## src/irqpe_defs.svh

```systemverilog
// Offsets, field masks and reset values for the interrupt enable and priority block
`ifndef IRQPE_DEFS_SVH
`define IRQPE_DEFS_SVH

// Register indices; the byte address is four times the index
`define IRQPE_IDX_EH0 12'hFC1
`define IRQPE_IDX_EL0 12'hFC2
`define IRQPE_IDX_EH1 12'hFC4
`define IRQPE_IDX_EL1 12'hFC5
`define IRQPE_IDX_REQ2 12'hFC6
`define IRQPE_IDX_EH2 12'hFC7
`define IRQPE_IDX_EL2 12'hFC8
`define IRQPE_IDX_CTRL 12'hFD0
`define IRQPE_IDX_STAT 12'hFD1
`define IRQPE_IDX_CLR 12'hFD2
`define IRQPE_IDX_IEN 12'hFD3

// Implemented bits of each group's registers, and reset values
`define IRQPE_MASK_G0 8'h79
`define IRQPE_MASK_G1 8'hFF
`define IRQPE_MASK_G2 8'h0F
`define IRQPE_RST8 8'h00
`define IRQPE_RST_STAT 3'h0

// Control and status fields
`define IRQPE_CTRL_GLOBAL_INTERRUPT_ENABLE 0
`define IRQPE_EV_PORTC 0
`define IRQPE_EV_ACK 1
`define IRQPE_EV_RSVD 2

// Flattened source vector: group 0 at the top, group 2 at the bottom
`define IRQPE_NSRC 20
`define IRQPE_G0_BASE 5'h0C
`define IRQPE_G1_BASE 5'h04

`endif

```

## src/irqpe_pkg.sv

```systemverilog
// Types shared by the interrupt enable and priority block
package irqpe_pkg;

	typedef enum logic [1:0] {
		LVL_OFF,
		LVL_1,
		LVL_2,
		LVL_3
	} irqpe_lvl_type;

	typedef struct packed {
		logic valid;
		logic [4:0] idx;
		logic [1:0] group;
		logic [2:0] bitpos;
		irqpe_lvl_type level;
	} irqpe_vec_type;

	typedef struct packed {
		logic wr;
		logic [11:0] idx;
	} irqpe_aphase_type;

endpackage

```

## src/irqpe_top.sv

```systemverilog
// Interrupt request group 2, three-group enable/priority decode, arbiter and AHB-Lite register slave
//
// Register access over AHB-Lite was decided locally.
`timescale 1ns/1ps
`include "irqpe_defs.svh"

module irqpe_top (
	input wire logic core_clk_i,
	input wire logic rst_n_i,
	input wire logic hsel_i,
	input wire logic [31:0] haddr_i,
	input wire logic [1:0] htrans_i,
	input wire logic hwrite_i,
	input wire logic [2:0] hsize_i,
	input wire logic [31:0] hwdata_i,
	input wire logic hready_i,
	output logic [31:0] hrdata_o,
	output logic hreadyout_o,
	output logic hresp_o,
	input wire logic [3:0] portc_pin_request_i,
	input wire logic [7:0] pend_group0_i,
	input wire logic [7:0] pend_group1_i,
	input wire logic comparator_select_i,
	input wire logic core_ack_i,
	output logic vec_req_o,
	output logic [1:0] vec_group_o,
	output logic [2:0] vec_bit_o,
	output logic [1:0] vec_level_o,
	output logic [7:0] ack_group0_o,
	output logic [7:0] ack_group1_o,
	output logic [1:0] porta6_level_o,
	output logic [1:0] comparator_level_o,
	output logic global_interrupt_enable_o,
	output logic irq_o
);

	logic [7:0] enable_high_group0_r;
	logic [7:0] enable_low_group0_r;
	logic [7:0] enable_high_group1_r;
	logic [7:0] enable_low_group1_r;
	logic [3:0] pending_requests_group2_r;
	logic [7:0] enable_high_group2_r;
	logic [7:0] enable_low_group2_r;
	logic global_interrupt_enable_r;
	logic [2:0] status_r;
	logic [2:0] int_enable_r;
	irqpe_pkg::irqpe_aphase_type ap_r;
	irqpe_pkg::irqpe_vec_type vec_r;
	logic [31:0] hrdata_r;

	logic [7:0] enable_high_group0_nxt;
	logic [7:0] enable_low_group0_nxt;
	logic [7:0] enable_high_group1_nxt;
	logic [7:0] enable_low_group1_nxt;
	logic [3:0] pending_requests_group2_nxt;
	logic [7:0] enable_high_group2_nxt;
	logic [7:0] enable_low_group2_nxt;
	logic global_interrupt_enable_nxt;
	logic [2:0] status_nxt;
	logic [2:0] int_enable_nxt;
	irqpe_pkg::irqpe_aphase_type ap_nxt;
	irqpe_pkg::irqpe_vec_type vec_nxt;
	logic [31:0] hrdata_nxt;

	// Bus decode
	wire ap_take = hsel_i & hready_i & htrans_i[1];
	wire [7:0] wdata = hwdata_i[7:0];
	wire wr_any = ap_r.wr;
	wire wr_eh0 = wr_any & (ap_r.idx == `IRQPE_IDX_EH0);
	wire wr_el0 = wr_any & (ap_r.idx == `IRQPE_IDX_EL0);
	wire wr_eh1 = wr_any & (ap_r.idx == `IRQPE_IDX_EH1);
	wire wr_el1 = wr_any & (ap_r.idx == `IRQPE_IDX_EL1);
	wire wr_req2 = wr_any & (ap_r.idx == `IRQPE_IDX_REQ2);
	wire wr_eh2 = wr_any & (ap_r.idx == `IRQPE_IDX_EH2);
	wire wr_el2 = wr_any & (ap_r.idx == `IRQPE_IDX_EL2);
	wire wr_ctrl = wr_any & (ap_r.idx == `IRQPE_IDX_CTRL);
	wire wr_clr = wr_any & (ap_r.idx == `IRQPE_IDX_CLR);
	wire wr_ien = wr_any & (ap_r.idx == `IRQPE_IDX_IEN);
	wire [7:0] rsvd_g0 = wdata & ~`IRQPE_MASK_G0;
	wire [7:0] rsvd_g2 = wdata & ~`IRQPE_MASK_G2;
	wire rsvd_hit = ((wr_eh0 | wr_el0) & (|rsvd_g0)) |
		((wr_req2 | wr_eh2 | wr_el2) & (|rsvd_g2));

	// Acknowledge of the vector on show
	wire ack_take = core_ack_i & vec_r.valid;
	wire [19:0] ack_flat = ack_take ? (20'h00001 << vec_r.idx) : 20'h00000;
	assign ack_group0_o = ack_flat[19:12];
	assign ack_group1_o = ack_flat[11:4];
	wire [3:0] ack_group2 = ack_flat[3:0];

	// Enable and level registers
	assign enable_high_group0_nxt = wr_eh0 ? (wdata & `IRQPE_MASK_G0) : enable_high_group0_r;
	assign enable_low_group0_nxt = wr_el0 ? (wdata & `IRQPE_MASK_G0) : enable_low_group0_r;
	assign enable_high_group1_nxt = wr_eh1 ? (wdata & `IRQPE_MASK_G1) : enable_high_group1_r;
	assign enable_low_group1_nxt = wr_el1 ? (wdata & `IRQPE_MASK_G1) : enable_low_group1_r;
	assign enable_high_group2_nxt = wr_eh2 ? (wdata & `IRQPE_MASK_G2) : enable_high_group2_r;
	assign enable_low_group2_nxt = wr_el2 ? (wdata & `IRQPE_MASK_G2) : enable_low_group2_r;

	// Group-2 requests: a new pulse wins over an acknowledge or a written 0
	wire [3:0] req2_kept = wr_req2 ? wdata[3:0] : pending_requests_group2_r;
	assign pending_requests_group2_nxt = (req2_kept & ~ack_group2) | (wr_req2 ? wdata[3:0] : 4'h0) |
		portc_pin_request_i;

	// Acknowledge disables interrupts unless software enables in the same cycle
	wire global_interrupt_enable_kept = ack_take ? 1'b0 : global_interrupt_enable_r;
	assign global_interrupt_enable_nxt = wr_ctrl ? wdata[`IRQPE_CTRL_GLOBAL_INTERRUPT_ENABLE] : global_interrupt_enable_kept;

	// Sticky events; a new event wins over its clear
	wire [2:0] events;
	assign events[`IRQPE_EV_PORTC] = |portc_pin_request_i;
	assign events[`IRQPE_EV_ACK] = ack_take;
	assign events[`IRQPE_EV_RSVD] = rsvd_hit;
	wire [2:0] clr_bits = wr_clr ? wdata[2:0] : 3'h0;
	assign status_nxt = (status_r & ~clr_bits) | events;
	assign int_enable_nxt = wr_ien ? wdata[2:0] : int_enable_r;
	assign irq_o = |(status_r & int_enable_r);

	// Flattened sources; the arbiter picks the highest level, and the highest index among equal levels
	wire [19:0] pend_flat = {pend_group0_i & `IRQPE_MASK_G0, pend_group1_i, pending_requests_group2_r};
	wire [19:0] enh_flat = {enable_high_group0_r, enable_high_group1_r, enable_high_group2_r[3:0]};
	wire [19:0] enl_flat = {enable_low_group0_r, enable_low_group1_r, enable_low_group2_r[3:0]};

	// Shared source at group-1 bit 6 takes its level from the same enable pair
	wire [1:0] lvl_g1_6 = {enable_high_group1_r[6], enable_low_group1_r[6]};
	assign porta6_level_o = comparator_select_i ? 2'h0 : lvl_g1_6;
	assign comparator_level_o = comparator_select_i ? lvl_g1_6 : 2'h0;

	// Arbiter
	logic [1:0] best_lvl;
	logic [4:0] best_idx;
	logic found;
	always_comb begin
		logic [1:0] lv;
		lv = 2'h0;
		best_lvl = 2'h0;
		best_idx = 5'h00;
		found = 1'b0;
		for (int i = 0; i < `IRQPE_NSRC; i++) begin
			lv = {enh_flat[i], enl_flat[i]};
			if (pend_flat[i] && (lv != 2'h0) && (lv >= best_lvl)) begin
				best_lvl = lv;
				best_idx = 5'(i);
				found = 1'b1;
			end
		end
	end

	irqpe_pkg::irqpe_lvl_type best_level;
	always_comb begin
		unique case (best_lvl)
			2'h1: best_level = irqpe_pkg::LVL_1;
			2'h2: best_level = irqpe_pkg::LVL_2;
			2'h3: best_level = irqpe_pkg::LVL_3;
			default: best_level = irqpe_pkg::LVL_OFF;
		endcase
	end

	wire in_g0 = best_idx >= `IRQPE_G0_BASE;
	wire in_g1 = ~in_g0 & (best_idx >= `IRQPE_G1_BASE);
	wire [4:0] rel_idx = in_g0 ? (best_idx - `IRQPE_G0_BASE) :
		in_g1 ? (best_idx - `IRQPE_G1_BASE) : best_idx;

	// A request shown but just acknowledged is not shown again
	wire ack_same = ack_take & (vec_r.idx == best_idx);
	always_comb begin
		vec_nxt.valid = found & global_interrupt_enable_r & ~ack_take & ~ack_same;
		vec_nxt.idx = best_idx;
		vec_nxt.group = in_g0 ? 2'h0 : (in_g1 ? 2'h1 : 2'h2);
		vec_nxt.bitpos = rel_idx[2:0];
		vec_nxt.level = best_level;
	end

	assign vec_req_o = vec_r.valid;
	assign vec_group_o = vec_r.group;
	assign vec_bit_o = vec_r.bitpos;
	assign vec_level_o = vec_r.level;
	assign global_interrupt_enable_o = global_interrupt_enable_r;

	// Read data is taken at the address phase from next-state values
	assign ap_nxt.wr = ap_take & hwrite_i;
	assign ap_nxt.idx = haddr_i[13:2];
	wire [11:0] rd_idx = haddr_i[13:2];
	wire rd_take = ap_take & ~hwrite_i;
	logic [7:0] rd_byte;
	always_comb begin
		unique case (rd_idx)
			`IRQPE_IDX_EH0: rd_byte = enable_high_group0_nxt;
			`IRQPE_IDX_EL0: rd_byte = enable_low_group0_nxt;
			`IRQPE_IDX_EH1: rd_byte = enable_high_group1_nxt;
			`IRQPE_IDX_EL1: rd_byte = enable_low_group1_nxt;
			`IRQPE_IDX_REQ2: rd_byte = {4'h0, pending_requests_group2_nxt};
			`IRQPE_IDX_EH2: rd_byte = enable_high_group2_nxt;
			`IRQPE_IDX_EL2: rd_byte = enable_low_group2_nxt;
			`IRQPE_IDX_CTRL: rd_byte = {7'h00, global_interrupt_enable_nxt};
			`IRQPE_IDX_STAT: rd_byte = {5'h00, status_nxt};
			`IRQPE_IDX_IEN: rd_byte = {5'h00, int_enable_nxt};
			default: rd_byte = 8'h00;
		endcase
	end
	assign hrdata_nxt = rd_take ? {24'h000000, rd_byte} : 32'h00000000;

	assign hrdata_o = hrdata_r;
	assign hreadyout_o = 1'b1;
	assign hresp_o = 1'b0;

	always_ff @(posedge core_clk_i) begin
		if (!rst_n_i) begin
			enable_high_group0_r <= `IRQPE_RST8;
			enable_low_group0_r <= `IRQPE_RST8;
			enable_high_group1_r <= `IRQPE_RST8;
			enable_low_group1_r <= `IRQPE_RST8;
			pending_requests_group2_r <= 4'h0;
			enable_high_group2_r <= `IRQPE_RST8;
			enable_low_group2_r <= `IRQPE_RST8;
		end else begin
			enable_high_group0_r <= enable_high_group0_nxt;
			enable_low_group0_r <= enable_low_group0_nxt;
			enable_high_group1_r <= enable_high_group1_nxt;
			enable_low_group1_r <= enable_low_group1_nxt;
			pending_requests_group2_r <= pending_requests_group2_nxt;
			enable_high_group2_r <= enable_high_group2_nxt;
			enable_low_group2_r <= enable_low_group2_nxt;
		end
	end

	always_ff @(posedge core_clk_i) begin
		if (!rst_n_i) begin
			global_interrupt_enable_r <= 1'b0;
			status_r <= `IRQPE_RST_STAT;
			int_enable_r <= `IRQPE_RST_STAT;
			vec_r <= '0;
		end else begin
			global_interrupt_enable_r <= global_interrupt_enable_nxt;
			status_r <= status_nxt;
			int_enable_r <= int_enable_nxt;
			vec_r <= vec_nxt;
		end
	end

	always_ff @(posedge core_clk_i) begin
		if (!rst_n_i) begin
			ap_r <= '0;
			hrdata_r <= 32'h00000000;
		end else begin
			ap_r <= ap_nxt;
			hrdata_r <= hrdata_nxt;
		end
	end

endmodule

```

## config.mk

```make
export PLATFORM = sky130hd
export DESIGN_NAME = irqpe_top
export DESIGN_NICKNAME = d
export VERILOG_FILES = /design/src/irqpe_pkg.sv /design/src/irqpe_top.sv
export VERILOG_INCLUDE_DIRS = /design/src
export SDC_FILE = /design/constraint.sdc
export NUM_CORES = 1
export LEC_CHECK = 0
export BUFFER_PORTS_ARGS = -buffer_cell sky130_fd_sc_hd__buf_2
export CORE_MARGIN = 2
export CORE_UTILIZATION = 57
export CTS_BUF_LIST = sky130_fd_sc_hd__clkbuf_8 sky130_fd_sc_hd__clkbuf_16
export DETAILED_ROUTE_END_ITERATION = 10
export GPL_TIMING_DRIVEN = 0
export HOLD_SLACK_MARGIN = 0.1
export PLACE_DENSITY_LB_ADDON = 0.05
export SYNTH_ARGS = -nofsm -noshare
export SYNTH_HDL_FRONTEND = slang
export SYNTH_SLANG_ARGS = --single-unit
```

## constraint.sdc

```tcl
create_clock -name core_clk_i -period 33.8 [get_ports core_clk_i]
set_input_delay 3.38 -clock core_clk_i [delete_from_list [all_inputs] [get_ports core_clk_i]]
set_output_delay 3.38 -clock core_clk_i [all_outputs]
set_load 0.01 [all_outputs]
```

==> results.md, run 1 <==
* Final instance area at 6380 um^2
* Via count at 5,525
* Multi-input gate area at 3330 um^2
* Fin cells at 934
* Dpl cell area at 6150 um^2
* Seq. cell area at 1820 um^2
* Via density at 5.92
* Clock period minus worst slack at 22,780 ps
* PwrDens at 32.6 nW/um^2
* Status: completed
* Fmax at 43.9 MHz
* Critical path class: reg -> reg
* Worst hold slack at 486 ps
* Hpwl dp at 12,600 um
* Main combinational cell family by area after synthesis: simple AND/OR/NAND/NOR gates
* Die area at 10,500 um^2
* Mux contribution to synthesized area at 7.59%
* Worst-case vdd ir drop at 0.0319 mV
* Synth Area in Compound Gates at 18.4%
* Core Rows at 35
* Synth Area in Simple Gates at 28.7%
* Clock sinks at 91
* Port-buffer cells at 79
* Starting density of the core at 59.3%
* Startpoint types: flop
* Ys Warns at 0
* Seq/Total Area, Yosys at 33.1%
* Final clock period utilization by the worst path at 67.4%
* Core ar. at 9280 um^2
* Leading area contributor after synthesis: dfxtp_1
* Clock root buffer: clkbuf_8
* Routed wire length at 16,100 um
* Iteration count of the initial detailed-routing pass at 5
* Initial DRC Count at 401
* DRC at 0
* H-Tree Depth at 3
* Ys flop type: dfxtp_1
* Cts bufs inserted at 9
* First-pass GRT wire length at 25,100 um
* Worst slew margin at 33.9%
* DR WL/cell at 17.2 um
* Initial antenna violation count at 0
* LEAKAGE at 2.92 nW
* Final hold vios at 0
* Vias in the first global route at 5,094
* Gpl congestion at 0.972
* Bufs on Longest Clock Path at 2
* EDFF count, synth at 0
* #FFs+latches synth at 91
* Setup crit end kind: flop
* Unrepaired setup endpoints after global routing: false
* Hold crit path type: reg -> reg
* Final antenna diode count at 0
* # IOs at 160
* Post-cts sizing count at 0
* Critical path arrival at 23,050 ps
* Fill cells at 803
* Fraction of layout cells with a size suffix above 1 at 18.1%
* Worst slew pin tran at 984 ps
* Post-Synth XOR/XNOR Area at 0%
* WP data required at 34,070 ps
* Most used cell, CP: ha_1
* Clk pin slew, worst setup/hold paths at 90 ps
* GRT Util Overall at 31.2%
* Max Transition Viols Final at 0
* GR Layer Usage met2 at 53.0%
* Layout Skew at 10.5 ps
* Postcts setup bufs at 0
* Max_cap viols at 0
* Fin Setup TNS at 0 ps
* Area Growth Syn to Fin at 15.9%
* Height of the die at 102 um
* Netlist cell types at 71
* Max FO, Critical Path at 8
* Met1 Track Usage GR at 39.3%
* Synth area leaders: dfxtp_1 33%, mux2i_1 6.4%, nor2_1 6.3%, buf_4 4.5%, nand2_1 4.3%
* CP max stage cell: a311oi_1
* Post-synthesis adder-cell area fraction at 4.05%
* DRT antenna net count at 0
* Fin nets at 914
* Post-place setup slack at 11,500 ps
* GRT met3 Usage at 2.80%
* Tot Pwr at 208 uW
* Cells after Synth at 687
* Placed cells at 919
* Area share of the largest cell type after synthesis at 33.1%
* GRT overflow at 0
* Final core utilization at 68.7%
* Cell Area, Synth at 5510 um^2
* Largest net degree at the start of global routing at 15
* Slack of the critical path at 11,020 ps
* CTS tree: yes
* Max incr delay on CP at 710 ps
* Gr busiest metal: met2
* Setup-failing EPs final at 0
* Post-synth ARST share at 0%
* Worst skew pair latency at 360 ps
* Avg Inst Size Synth at 8.01 um^2
* Post-CTS Hold Buffers at 0
* Die width at 102 um
state kept, by name, summed over array words and instances, names as in the netlist:
name,cells
vec_level_o,2
ap_r,12
wr_any,1
vec_r,5
pending_requests_group2_r,4
enable_low_group1_r,8
status_r,3
enable_low_group0_r,8
enable_high_group2_r,8
vec_req_o,1
enable_high_group1_r,8
vec_group_o,2
enable_low_group2_r,8
int_enable_r,3
hrdata_o,8
global_interrupt_enable_o,1
vec_bit_o,1
enable_high_group0_r,8
final cells by class:
type | instances | share of cell area (%)
plain buffers | 55 | 5.31
well taps | 129 | 2.53
multi-input cells | 538 | 52.2
repair buffers | 79 | 6.19
flip-flops and latches | 91 | 28.5
clock inverters | 6 | 1.67
clock buffers | 9 | 1.94
inverters | 27 | 1.59
worst max-delay path: cells and delay by family (launching register included):
family | cells | cell delay (ps)
AOI/OAI and AO/OA | 38 | 8840
buffers and inverters | 3 | 380
muxes | 3 | 1220
and+or+nand+nor | 43 | 7220
adders and majority gates | 17 | 4630
DFF | 1 | 380
layout by cell type, fill, tap and decap left out, types with 4 or more instances in the layout:
| cell type | netlist | layout |
|---|---|---|
| a22oi_1 | 5 | 5 |
| clkbuf_1 | 19 | 19 |
| nor2b_1 | 10 | 10 |
| o21ai_0 | 21 | 21 |
| a211oi_1 | 5 | 5 |
| buf_4 | 33 | 33 |
| a21o_1 | 5 | 5 |
| dfxtp_1 | 91 | 91 |
| clkbuf_8 | 0 | 9 |
| mux2_2 | 6 | 6 |
| o31ai_1 | 5 | 5 |
| nor4_1 | 10 | 10 |
| nand4_1 | 8 | 8 |
| o22ai_1 | 14 | 14 |
| a21oi_1 | 30 | 30 |
| nor3_1 | 15 | 15 |
| and2_1 | 28 | 28 |
| conb_1 | 2 | 26 |
| a221oi_1 | 5 | 5 |
| mux2i_1 | 35 | 35 |
| and3_1 | 18 | 18 |
| nand2b_1 | 15 | 15 |
| nand2_1 | 63 | 63 |
| buf_2 | 1 | 80 |
| a31oi_1 | 7 | 7 |
| nand3_1 | 21 | 21 |
| nor2_1 | 93 | 93 |
| ha_1 | 17 | 17 |
| and3b_1 | 4 | 4 |
| inv_1 | 26 | 27 |
| or3_1 | 9 | 9 |
cells in the mapped netlist, types with 14 or more instances:
master	number
o21ai_0	21
nand2_1	63
nor3_1	15
ha_1	17
mux2i_1	35
nor2_1	93
nand2b_1	15
a21oi_1	30
o22ai_1	14
clkbuf_1	19
inv_1	26
nand3_1	21
buf_4	33
and3_1	18
dfxtp_1	91
and2_1	28
worst paths after layout:
path,startpoint,depth (start not counted),slack [ps],end
min,enable_low_group2_r[7]$_SDFF_PN0_,1,490,enable_low_group2_r[7]$_SDFF_PN0_
max,pending_requests_group2_r[0]$_SDFF_PN0_,104,11020,vec_group_o[1]$_SDFF_PP0_
max reg2reg,pending_requests_group2_r[0]$_SDFF_PN0_,104,11020,vec_group_o[1]$_SDFF_PP0_
min reg2reg,enable_low_group2_r[7]$_SDFF_PN0_,1,490,enable_low_group2_r[7]$_SDFF_PN0_
layer usage:
metal / share of wire [%] / vias to the layer above
met1: 41 / 2602
met4: 4.7 / 0
met2: 48 / 234
li1: - / 2648
met5: 0 / -
met3: 6.2 / 41
kinds of logic after synthesis:
logic type | Yosys count
and+or+nand+nor | 312
muxes | 41
buffers and inverters | 82
DFF | 91
adders and majority gates | 18
AOI/OAI and AO/OA | 141
other | 2
power by group:
part / total (mW) / switching [mW] / internal (mW)
registers: 0.109 / 0.000809 / 0.108
logic: 0.0135 / 0.00801 / 0.00550
clock network: 0.0853 / 0.0370 / 0.0483
Power figures use the tool's default switching activity.
==> inputs of run 2 (changes only) <==
- CORE_UTILIZATION: 57 -> 48
- clock period: 33.8 -> 19.8 ns (I/O delays scaled with it)
==> results.md, run 2 (synthesized netlist as in run 1, its figures left out) <==
* Status: completed (unchanged)
* Fill cells at 939 (was 803)
* Max Transition Viols Final at 0 (unchanged)
* Fin nets at 993 (was 914)
* Cts bufs inserted at 9 (unchanged)
* Most frequent cells in the layout: 111 x buf_4, 90 x nor2_1, 88 x dfxtp_1 (was 93 x nor2_1, 91 x dfxtp_1, 80 x buf_2)
* DRT antenna net count at 0 (unchanged)
* H-Tree Depth at 3 (unchanged)
* CP max stage cell: or4b_4 (was a311oi_1)
* CTS tree: yes (unchanged)
* Met1 Track Usage GR at 36.0% (was 39.3%)
* DR WL/cell at 18.6 um (was 17.2 um)
* Via count at 5,955 (was 5,525)
* Tot Pwr at 386 uW (was 208 uW)
* Initial DRC Count at 503 (was 401)
* Clock root buffer: clkbuf_16 (was clkbuf_8)
* Clk pin slew, worst setup/hold paths at 70 ps (was 90 ps)
* Max FO, Critical Path at 4 (was 8)
* Starting density of the core at 48.6% (was 59.3%)
* GRT overflow at 0 (unchanged)
* GR Layer Usage met2 at 50.0% (was 53.0%)
* GRT Util Overall at 29.3% (was 31.2%)
* Core ar. at 11,300 um^2 (was 9280 um^2)
* Die area at 12,300 um^2 (was 10,500 um^2)
* Final instance area at 7750 um^2 (was 6380 um^2)
* Final antenna diode count at 0 (unchanged)
* Startpoint types: flop (unchanged)
* Vias in the first global route at 5,710 (was 5,094)
* Fmax at 51.1 MHz (was 43.9 MHz)
* Unrepaired setup endpoints after global routing: true (was false)
* Hpwl dp at 13,100 um (was 12,600 um)
* Critical path class: reg -> reg (unchanged)
* Core Rows at 39 (was 35)
* Slack of the critical path at 238 ps (was 11,020 ps)
* Iteration count of the initial detailed-routing pass at 8 (was 5)
* DRC at 0 (unchanged)
* Hold crit path type: reg -> reg (unchanged)
* Largest net degree at the start of global routing at 17 (was 15)
* Layout Skew at 7.76 ps (was 10.5 ps)
* Commonest non-fill, non-tap cell in the layout: buf_4 (was nor2_1)
* Worst skew pair latency at 350 ps (was 360 ps)
* Final hold vios at 0 (unchanged)
* Max incr delay on CP at 450 ps (was 710 ps)
* Clock period minus worst slack at 19,560 ps (was 22,780 ps)
* Setup-failing EPs final at 0 (unchanged)
* Max_cap viols at 0 (unchanged)
* Largest register by flop count: ap_r (unchanged)
* Critical path arrival at 19,840 ps (was 23,050 ps)
* WP data required at 20,070 ps (was 34,070 ps)
* Max reg flops at 12 (unchanged)
* Post-place setup slack at -2550 ps (was 11,500 ps)
* First-pass GRT wire length at 28,900 um (was 25,100 um)
* PwrDens at 49.8 nW/um^2 (was 32.6 nW/um^2)
* Routed wire length at 19,100 um (was 16,100 um)
* Gpl congestion at 1.01 (was 0.972)
* Post-CTS Hold Buffers at 0 (unchanged)
* Worst-case vdd ir drop at 0.0521 mV (was 0.0319 mV)
* Initial antenna violation count at 0 (unchanged)
* Port-buffer cells at 79 (unchanged)
* GRT met3 Usage at 4.05% (was 2.80%)
* # IOs at 160 (unchanged)
* Worst slew margin at 36.7% (was 33.9%)
* Via density at 5.79 (was 5.92)
* Gr busiest metal: met2 (unchanged)
* Fraction of layout cells with a size suffix above 1 at 36.4% (was 18.1%)
* Setup crit end kind: flop (unchanged)
* Height of the die at 111 um (was 102 um)
* LEAKAGE at 3.58 nW (was 2.92 nW)
* Area Growth Syn to Fin at 40.9% (was 15.9%)
* Dpl cell area at 6170 um^2 (was 6150 um^2)
* Final clock period utilization by the worst path at 98.8% (was 67.4%)
* Clock sinks at 91 (unchanged)
* Bufs on Longest Clock Path at 2 (unchanged)
* Die width at 111 um (was 102 um)
* Worst slew pin tran at 942 ps (was 984 ps)
## run 2: changes by cell type in the layout (fill, tap and decap cells not counted), sizes merged
cell,delta
clkbuf,-1
clkinvlp,-1
inv,+1
buf,+80
bufinv,-2
clkinv,+3
## run 2: critical path: cells and delay by family, from the launching register on
| family | cells | cell delay, ps |
|---|---|---|
| and+or+nand+nor | 43 | 6870 |
| AOI/OAI and AO/OA | 38 | 6520 |
| adders and majority gates | 16 | 3990 |
| muxes | 3 | 1010 |
| buffers and inverters | 5 | 640 |
| DFF | 1 | 360 |
## run 2: layout make-up
class / instances / area [um^2] / area share, %
timing repair buffer: 159 / 1000 / 12.9
inverter: 27 / 101 / 1.31
clock inverter: 7 / 75.1 / 0.968
clock buffer: 9 / 225 / 2.90
buffer: 54 / 335 / 4.32
tap: 143 / 179 / 2.31
multi-input combinational: 538 / 4010 / 51.7
sequential: 91 / 1830 / 23.6
## run 2: what timing repair did
item,in CTS,in global routing
gates resized for setup,45,82
pin swaps,24,67
setup endpoints to repair,10,10
hold endpoints to repair,0,0
buffers inserted,55,27
## run 2: routing by layer
layer,share of wire (%),up-vias
met3,6.5,66
met4,5.1,0
met2,48,273
met5,0,-
li1,-,2803
met1,40,2813
## run 2: path summary, 6_finish.rpt
kind	slack (ps)	startpoint	cells past startpoint	to
worst min-delay path	490	enable_low_group2_r[7]$_SDFF_PN0_	1	enable_low_group2_r[7]$_SDFF_PN0_
worst max-delay path	240	pending_requests_group2_r[0]$_SDFF_PN0_	105	vec_level_o[0]$_SDFF_PN0_
worst min register to register	490	enable_low_group2_r[7]$_SDFF_PN0_	1	enable_low_group2_r[7]$_SDFF_PN0_
worst max register to register	240	pending_requests_group2_r[0]$_SDFF_PN0_	105	vec_level_o[0]$_SDFF_PN0_
## run 2: stage by stage
| stage | setup TNS [ps] | cells | utilization (%) | hold WS (ps) |
|---|---|---|---|---|
| after CTS | 0 | 1003 | 62.5 | 485 |
| after global placement | -19200 | 933 | 54.5 | 467 |
| after floorplan | 0 | 711 | - | 451 |
| after detailed placement | -24100 | 933 | 54.5 | 471 |
| after global routing | -2960 | 1028 | 68.5 | 494 |
| final | 0 | 1028 | 68.5 | 486 |
## run 2: report_power, final
part / total [mW] / leakage, nW / internal [mW] / switching, mW
Combinational: 0.0236 / 2.69 / 0.00957 / 0.0141
Clock: 0.176 / 0.150 / 0.0988 / 0.0771
Sequential: 0.187 / 0.740 / 0.185 / 0.00145
